==> config.mk <==
export PLATFORM = sky130hd
export DESIGN_NAME = debug_trigger_select
export DESIGN_NICKNAME = d
export VERILOG_FILES = /design/src/logic/dbg_trig_pkg.sv /design/src/logic/trig_match_if.sv /design/src/logic/debug_trigger_select.sv /design/src/logic/opcode_qualifier.sv /design/src/logic/trig_decode.sv
export SDC_FILE = /design/constraint.sdc
export NUM_CORES = 1
export LEC_CHECK = 0
export ABC_CLOCK_PERIOD_IN_PS = 2260
export BUFFER_PORTS_ARGS = -buffer_cell sky130_fd_sc_hd__buf_4
export CORE_MARGIN = 2
export CORE_UTILIZATION = 40
export CTS_BUF_LIST = sky130_fd_sc_hd__clkbuf_2 sky130_fd_sc_hd__clkbuf_4 sky130_fd_sc_hd__clkbuf_8
export CTS_CLUSTER_SIZE = 20
export DETAILED_ROUTE_END_ITERATION = 10
export PLACE_DENSITY = 0.79
export RECOVER_POWER = 100
export SYNTH_ARGS = -nofsm -noshare
export SYNTH_HDL_FRONTEND = slang
export SYNTH_HIERARCHICAL = 1
export SYNTH_SLANG_ARGS = --single-unit
==> constraint.sdc <==
create_clock -name clk_i -period 2.26 [get_ports clk_i]
set_clock_uncertainty 0.1 [all_clocks]
set_input_delay 0.452 -clock clk_i [delete_from_list [all_inputs] [get_ports clk_i]]
set_output_delay 0.452 -clock clk_i [all_outputs]
set_load 0.01 [all_outputs]
==> src/logic/dbg_trig_pkg.sv <==
package dbg_trig_pkg;
    localparam int ADDR_W = 12;
    localparam int DATA_W = 32;
    localparam int CTRL_W = 8;
    localparam logic [ADDR_W-1:0] CTRL_OFFSET = 12'h000;
    localparam logic [ADDR_W-1:0] STATUS_OFFSET = 12'h004;
    localparam int QUAL_BIT = 7;
    localparam int BEGIN_BIT = 6;
    localparam int MODE_LSB = 0;
    localparam int MODE_W = 4;
    localparam logic [CTRL_W-1:0] CTRL_RESET = 8'h00;
    localparam logic [CTRL_W-1:0] CTRL_WMASK = 8'hcf;
    localparam int ST_CAPTURE_BIT = 0;
    localparam int ST_A_SEEN_BIT = 1;
    localparam int ST_DONE_BIT = 2;
    localparam int ST_BEGIN_BIT = 3;
    localparam int ST_ARMED_BIT = 4;
    localparam int NUM_MATCH = 5;
    localparam int M_A = 0;
    localparam int M_B = 1;
    localparam int M_BDATA = 2;
    localparam int M_GE_A = 3;
    localparam int M_LE_B = 4;
    typedef enum logic [3:0] {
        MODE_A_ONLY = 4'b0000,
        MODE_A_OR_B = 4'b0001,
        MODE_A_THEN_B = 4'b0010,
        MODE_EV_B = 4'b0011,
        MODE_A_THEN_EV_B = 4'b0100,
        MODE_A_AND_BD = 4'b0101,
        MODE_A_ANDN_BD = 4'b0110,
        MODE_IN_RANGE = 4'b0111,
        MODE_OUT_RANGE = 4'b1000
    } trig_mode_t;
    typedef enum logic [1:0] {
        SEQ_IDLE = 2'b00,
        SEQ_WAIT_A = 2'b01,
        SEQ_WAIT_B = 2'b10,
        SEQ_DONE = 2'b11
    } seq_state_t;
endpackage : dbg_trig_pkg

==> src/logic/trig_match_if.sv <==
`timescale 1ns/100ps
interface trig_match_if;
    import dbg_trig_pkg::*;
    logic valid;
    logic [NUM_MATCH-1:0] hit;
    modport src (output valid, output hit);
    modport dst (input valid, input hit);
endinterface : trig_match_if

==> src/logic/debug_trigger_select.sv <==
`timescale 1ns/100ps
// Notes on behaviour
// RULE1: The trigger control register reads at any time but a write is ignored while the debug module is armed.
// RULE2: Bits 4 and 5 of the trigger control register always read as zero whatever is written.
// RULE3: With the qualify select at 0 a match counts on access, at 1 only once the opcode at that address executes.
// RULE4: With begin select at 0 capture runs circularly until a trigger ends it, at 1 a trigger starts storage.
// RULE5: Event-only modes ignore the begin select and always behave as a begin trace.
// RULE6: Mode codes 0000 to 0100 give A only, A or B, A then B, event-only B, and A then event-only B.
// RULE7: Mode code 0101 triggers on an A address match together with a B data match.
// RULE8: Codes 0110, 0111 and 1000 give A without B data, inside the A to B range, and outside it.
// RULE9: Mode codes 1001 to 1111 never produce a trigger.
// RULE10: The trigger event leaves as a one-cycle pulse on the bus clock.
module debug_trigger_select
    import dbg_trig_pkg::*;
(
    input wire logic clk_i,
    input wire logic arst_n_i,
    input wire logic psel_i,
    input wire logic penable_i,
    input wire logic pwrite_i,
    input wire logic [ADDR_W-1:0] paddr_i,
    input wire logic [DATA_W-1:0] pwdata_i,
    input wire logic [3:0] pstrb_i,
    output logic [DATA_W-1:0] prdata_o,
    output logic pready_o,
    output logic pslverr_o,
    input wire logic armed_i,
    input wire logic access_i,
    input wire logic cmp_a_match_i,
    input wire logic cmp_b_match_i,
    input wire logic cmp_b_data_match_i,
    input wire logic addr_ge_a_i,
    input wire logic addr_le_b_i,
    input wire logic opcode_exec_i,
    output logic trigger_o,
    output logic capture_o,
    output logic begin_trace_o
);
    logic [CTRL_W-1:0] ctrl_r;
    logic [DATA_W-1:0] prdata_r;
    logic pslverr_r;
    seq_state_t state_r;
    seq_state_t state_nxt;
    logic capture_r;
    logic trigger_r;
    logic setup;
    logic wr_ctrl;
    logic sel_ctrl;
    logic sel_status;
    logic [MODE_W-1:0] mode;
    logic qualify;
    logic begin_sel;
    logic begin_eff;
    logic active;
    logic a_seen;
    logic fire_raw;
    logic fire;
    logic a_step;
    logic event_only;
    logic [NUM_MATCH-1:0] raw;
    logic [DATA_W-1:0] status_word;
    trig_match_if mif ();

    assign mode = ctrl_r[MODE_LSB +: MODE_W];
    assign qualify = ctrl_r[QUAL_BIT];
    assign begin_sel = ctrl_r[BEGIN_BIT];
    assign begin_eff = begin_sel || event_only; // see RULE5
    assign active = armed_i && (state_r == SEQ_WAIT_A || state_r == SEQ_WAIT_B);
    assign a_seen = (state_r == SEQ_WAIT_B);
    assign fire = fire_raw && active;

    assign raw[M_A] = cmp_a_match_i;
    assign raw[M_B] = cmp_b_match_i;
    assign raw[M_BDATA] = cmp_b_data_match_i;
    assign raw[M_GE_A] = addr_ge_a_i;
    assign raw[M_LE_B] = addr_le_b_i;

    opcode_qualifier u_qual (
        .clk_i (clk_i),
        .arst_n_i (arst_n_i),
        .qualify_i (qualify),
        .clear_i (!armed_i),
        .access_i (access_i),
        .raw_i (raw),
        .exec_i (opcode_exec_i),
        .q (mif.src)
    );

    trig_decode u_dec (
        .mode_i (mode),
        .a_seen_i (a_seen),
        .m (mif.dst),
        .fire_o (fire_raw),
        .a_step_o (a_step),
        .event_only_o (event_only)
    );

    // APB decode
    assign setup = psel_i && !penable_i;
    assign sel_ctrl = (paddr_i == CTRL_OFFSET);
    assign sel_status = (paddr_i == STATUS_OFFSET);
    assign wr_ctrl = psel_i && penable_i && pwrite_i && sel_ctrl && pstrb_i[0];
    assign pready_o = psel_i && penable_i;
    assign prdata_o = prdata_r;
    assign pslverr_o = pready_o && pslverr_r;

    always_comb begin
        status_word = '0;
        status_word[ST_CAPTURE_BIT] = capture_r;
        status_word[ST_A_SEEN_BIT] = a_seen;
        status_word[ST_DONE_BIT] = (state_r == SEQ_DONE);
        status_word[ST_BEGIN_BIT] = begin_eff;
        status_word[ST_ARMED_BIT] = armed_i;
    end

    // Control register, frozen while armed
    always_ff @(posedge clk_i or negedge arst_n_i) begin
        if (!arst_n_i) begin
            ctrl_r <= CTRL_RESET;
        end else if (wr_ctrl && !armed_i) begin // see RULE1
            ctrl_r <= pwdata_i[CTRL_W-1:0] & CTRL_WMASK; // see RULE2
        end
    end

    // Read data and error latched in the setup cycle
    always_ff @(posedge clk_i or negedge arst_n_i) begin
        if (!arst_n_i) begin
            prdata_r <= '0;
            pslverr_r <= 1'b0;
        end else if (setup) begin
            pslverr_r <= !(sel_ctrl || sel_status);
            if (pwrite_i) begin
                prdata_r <= '0;
            end else if (sel_ctrl) begin
                prdata_r <= {{(DATA_W-CTRL_W){1'b0}}, ctrl_r}; // see RULE1
            end else if (sel_status) begin
                prdata_r <= status_word;
            end else begin
                prdata_r <= '0;
            end
        end
    end

    // Run sequencing
    always_comb begin
        state_nxt = state_r;
        case (state_r)
            SEQ_IDLE: begin
                if (armed_i) begin
                    state_nxt = SEQ_WAIT_A;
                end
            end
            SEQ_WAIT_A: begin
                if (!armed_i) begin
                    state_nxt = SEQ_IDLE;
                end else if (fire && !event_only) begin
                    state_nxt = SEQ_DONE;
                end else if (a_step) begin
                    state_nxt = SEQ_WAIT_B;
                end
            end
            SEQ_WAIT_B: begin
                if (!armed_i) begin
                    state_nxt = SEQ_IDLE;
                end else if (fire && !event_only) begin
                    state_nxt = SEQ_DONE;
                end
            end
            SEQ_DONE: begin
                if (!armed_i) begin
                    state_nxt = SEQ_IDLE;
                end
            end
            default: state_nxt = SEQ_IDLE;
        endcase
    end

    always_ff @(posedge clk_i or negedge arst_n_i) begin
        if (!arst_n_i) begin
            state_r <= SEQ_IDLE;
        end else begin
            state_r <= state_nxt;
        end
    end

    // Capture window for the trace store
    always_ff @(posedge clk_i or negedge arst_n_i) begin
        if (!arst_n_i) begin
            capture_r <= 1'b0;
        end else if (!armed_i) begin
            capture_r <= 1'b0;
        end else if (state_r == SEQ_IDLE) begin
            capture_r <= !begin_eff; // see RULE4
        end else if (fire) begin
            capture_r <= begin_eff; // see RULE4
        end
    end

    // One-cycle trigger pulse
    always_ff @(posedge clk_i or negedge arst_n_i) begin
        if (!arst_n_i) begin
            trigger_r <= 1'b0;
        end else begin
            trigger_r <= fire; // see RULE10
        end
    end

    assign trigger_o = trigger_r;
    assign capture_o = capture_r;
    assign begin_trace_o = begin_eff;
endmodule : debug_trigger_select

==> src/logic/opcode_qualifier.sv <==
`timescale 1ns/100ps
module opcode_qualifier
    import dbg_trig_pkg::*;
(
    input wire logic clk_i,
    input wire logic arst_n_i,
    input wire logic qualify_i,
    input wire logic clear_i,
    input wire logic access_i,
    input wire logic [NUM_MATCH-1:0] raw_i,
    input wire logic exec_i,
    trig_match_if.src q
);
    logic [NUM_MATCH-1:0] pending_r;

    // Per-bit tag held until the opcode executes; a new tag beats the release
    genvar gi;
    generate
        for (gi = 0; gi < NUM_MATCH; gi++) begin : g_tag
            always_ff @(posedge clk_i or negedge arst_n_i) begin
                if (!arst_n_i) begin
                    pending_r[gi] <= 1'b0;
                end else if (clear_i || !qualify_i) begin
                    pending_r[gi] <= 1'b0;
                end else if (access_i && raw_i[gi]) begin // see RULE3
                    pending_r[gi] <= 1'b1;
                end else if (exec_i) begin
                    pending_r[gi] <= 1'b0;
                end
            end
        end
    endgenerate

    // Force passes the access straight on, tag waits for execution
    assign q.valid = qualify_i ? (exec_i && !clear_i) : access_i; // see RULE3
    assign q.hit = qualify_i ? pending_r : raw_i;
endmodule : opcode_qualifier

==> src/logic/trig_decode.sv <==
`timescale 1ns/100ps
module trig_decode
    import dbg_trig_pkg::*;
(
    input wire logic [MODE_W-1:0] mode_i,
    input wire logic a_seen_i,
    trig_match_if.dst m,
    output logic fire_o,
    output logic a_step_o,
    output logic event_only_o
);
    logic a;
    logic b;
    logic bd;
    logic in_rng;

    assign a = m.hit[M_A];
    assign b = m.hit[M_B];
    assign bd = m.hit[M_BDATA];
    assign in_rng = m.hit[M_GE_A] && m.hit[M_LE_B];

    always_comb begin
        fire_o = 1'b0;
        a_step_o = 1'b0;
        event_only_o = 1'b0;
        case (mode_i)
            MODE_A_ONLY: fire_o = m.valid && a; // see RULE6
            MODE_A_OR_B: fire_o = m.valid && (a || b); // see RULE6
            MODE_A_THEN_B: begin
                fire_o = m.valid && a_seen_i && b; // see RULE6
                a_step_o = m.valid && a;
            end
            MODE_EV_B: begin
                fire_o = m.valid && b; // see RULE6
                event_only_o = 1'b1;
            end
            MODE_A_THEN_EV_B: begin
                fire_o = m.valid && a_seen_i && b; // see RULE6
                a_step_o = m.valid && a;
                event_only_o = 1'b1;
            end
            MODE_A_AND_BD: fire_o = m.valid && a && bd; // see RULE7
            MODE_A_ANDN_BD: fire_o = m.valid && a && !bd; // see RULE8
            MODE_IN_RANGE: fire_o = m.valid && in_rng; // see RULE8
            MODE_OUT_RANGE: fire_o = m.valid && !in_rng; // see RULE8
            default: fire_o = 1'b0; // see RULE9
        endcase
    end
endmodule : trig_decode

==> results.yml <==
worst_setup_path:
  cp.buffers_inverters: 0
  cp-start-kind: "register"
  cp_max_fo: 7
  critPathTopFamily: "compound AO/OA/AOI/OAI gates"
  path_class: "register to register"
  cp_slowest_cell: "dfrtp_2"
  required_ps: 2360
  crit_path_max_incr_delay_ps: 480
  worstSetupEndpointType: "register"
  cp_data_arrival_time_ps: 2360
  crit_chain: "mux2_4, and3_4, o211ai_1, a21oi_1, o31a_1, and3_4, a211o_1, a21oi_1"
drt:
  first_pass_iters: 4
  viasPerCell: 4.88
  dr.first_iter.drc_count: 39
  wirelength_um: 3060
  vias: 1231
  ant_nets: 0
  wl_per_cell_um: 12.1
  drc: 0
clock_tree:
  clk_pin_slew_ps: 80
  cts.path.max_buffers: 2
  clkLatencyLatePin_ps: 270
  cts_buffers: 3
  cts_root_buf: "clkbuf_8"
  htreeDepth: 1
  cts_tree: "built"
  cts_sinks: 23
power:
  ir_drop_mv: 0.351
  p_sw_w: 0.000347
  leakage_nw: 0.911
  p_sw_share_pct: 32.2
  p_seq_share_pct: 42.5
  clockPowerShare_pct: 23.9
  p_comb_share_pct: 33.6
  p_int_w: 0.000732
  p_per_area_nw_per_um2: 573
yosys:
  synth_seq_area_share_pct: 36.7
  synth_largest_area_cell: "dfrtp_1"
  ys.flop_type: "dfrtp_1"
  synthCells: 156
  ys_seq_elements: 23
  synthTopCellsByArea: "dfrtp_1 37%, buf_4 12%, mux2_2 5.0%"
  synth_top_area_share_pct: 36.7
  synthArstFlopShare_pct: 100
  synth_common_cells: "25 x buf_4, 23 x dfrtp_1, 11 x nand2_1, 8 x a21oi_1"
  synth_area_per_cell_um2: 10.0
  synth_cell_types: 43
  mappedNetlistArea_um2: 1570
  yosysMostFrequentCell: "buf_4"
  synth_edf_count: 0
  ys.warnings.count: 6
finish:
  finalNetCount: 271
  drive_above_1_share_pct: 30.9
  antenna_cells: 0
  synthToLayoutAreaGrowth_pct: 20.2
  utilization_pct: 50.7
global_route:
  track_usage_pct: 13.9
  globalRouteOverflowTotal: 0
  grt_pass1_wl_um: 4800
  first_global_vias: 1078
  grt_antenna_before_repair: 0
  grt_max_degree: 24
status:
  violations: "negative setup slack"
  status: "complete, but fails checks"
sta:
  grt_setup_unrepaired: "yes"
  worst_pin_slew_ps: 1250
  hold_viol_final: 0
  period_needed_ps: 2260
  slew_violations: 0
  whs_ps: 315
  setup_viol: 1
  fin_ws_ps: -4.88
  maxSlewHeadroom_pct: 16.9
  max_freq_mhz: 442
  fin_crit_sh_pct: 100
die:
  pin_count: 98
  initial_core_util_pct: 42.2
  rows: 22
  die_area_um2: 4440
  core_um2: 3720
  die_height_um: 66.6
  fp.dieW_um: 66.6
min_path:
  hold_class: "input pin to register"
placement:
  hpwl_um: 2370
  gp_congestion: 0.736
  io_buffer_count: 43
job:
  cap_violations: 0
[final timing paths]
kind,start,endpoint,slack (ps),depth (start not counted)
worst max-delay path,ctrl_r[7]$_DFFE_PN0P_,capture_o$_DFFE_PN0P_,-5,8
max in group asynchronous,arst_n_i,ctrl_r[0]$_DFFE_PN0P_,370,2
worst max register to register,ctrl_r[7]$_DFFE_PN0P_,capture_o$_DFFE_PN0P_,-5,8
worst min register to register,prdata_o[4]$_DFFE_PN0P_,prdata_o[4]$_DFFE_PN0P_,400,2
min in group asynchronous,arst_n_i,state_r[1]$_DFFE_PN0P_,860,2
worst min-delay path,pwdata_i[6],ctrl_r[6]$_DFFE_PN0P_,310,2
[cells in the final DEF (no fill, tap or decap), drive strengths merged, types with 2 or more instances in the layout]
cell    instances
nor4            4
buf            33
dfrtp          23
ha              5
inv             8
nand3           3
nand2b          7
or3             2
nand4           2
a221o           4
nand2          11
nor2b           5
and3            3
o22ai           2
conb           25
nor2            7
mux2i           2
a21oi           8
a22o            2
and2            5
clkbuf         16
mux2           12
[state kept, by name (all words and copies together), names as in the netlist]
| name | cells |
|---|---|
| pslverr_r | 1 |
| u_qual/pending_r | 5 |
| capture_o | 1 |
| state_r | 2 |
| trigger_o | 1 |
| prdata_o | 7 |
| ctrl_r | 6 |
[through the flow]
step	setup TNS [ps]	std cells	total power [W]	area [um^2]	worst slack [ps]
global route	-352	252	0.00116	1880	-107
global placement	-484	246	0.000783	1860	-167
CTS	0	251	0.00110	1950	6.04
detailed placement	-550	246	0.000794	1860	-190
finish	-4.88	252	0.00108	1880	-4.88
floorplan	-14.5	180	0.000710	1660	-14.5
[area by class of cell]
class,count,area (um^2)
clock inverters,1,5.00
flip-flops and latches,23,579
well taps,48,60.1
fillers,368,1830
multi-input cells,122,858
clock buffers,3,41.3
inverters,8,30.0
repair buffers,47,310
[cells by family (layout without fill, tap and decap cells)]
| group | after synthesis | in the layout | share of synthesized area, % |
|---|---|---|---|
| xor+xnor | 1 | 1 | 0.559 |
| compound gates | 23 | 23 | 10.5 |
| fa+ha+maj | 5 | 5 | 3.99 |
| buf+inv | 35 | 59 | 14.9 |
| other cells | 1 | 25 | 0.239 |
| simple gates | 54 | 54 | 22.0 |
| mux | 14 | 14 | 11.1 |
| flops | 23 | 23 | 36.7 |
[worst register-to-register path, cell delays in order, from the launching register on]
cell,delay [ps]
dfrtp_2,480
mux2_4,330
and3_4,170
o211ai_1,170
a21oi_1,90
o31a_1,270
and3_4,210
a211o_1,250
a21oi_1,120
[timing repair]
action / in CTS / in global routing
endpoints found under the setup margin: 4 / 4
setup buffers: 0 / 1
hold buffers: 1 / 0
pin swaps: 5 / 3
gates resized for setup: 8 / 2
hold endpoints to repair: 23 / 0
[power by group through the flow]
stage                     clock network [W]  registers [W]  logic (W)
after global placement                    0       0.000466   0.000317
after detailed placement                  0       0.000467   0.000327
after floorplan                           0       0.000466   0.000244
final                              0.000258       0.000458   0.000363
after CTS                          0.000268       0.000458   0.000374
after global routing               0.000284       0.000461   0.000411
[routing by layer]
layer	GRT usage, %	up-vias	routed length (um)
met5	0	-	0
met4	3.06	0	22
met3	3.38	5	245
met2	23.8	47	1410
met1	17.9	579	1380
li1	-	600	-
Power figures use the tool's default switching activity.
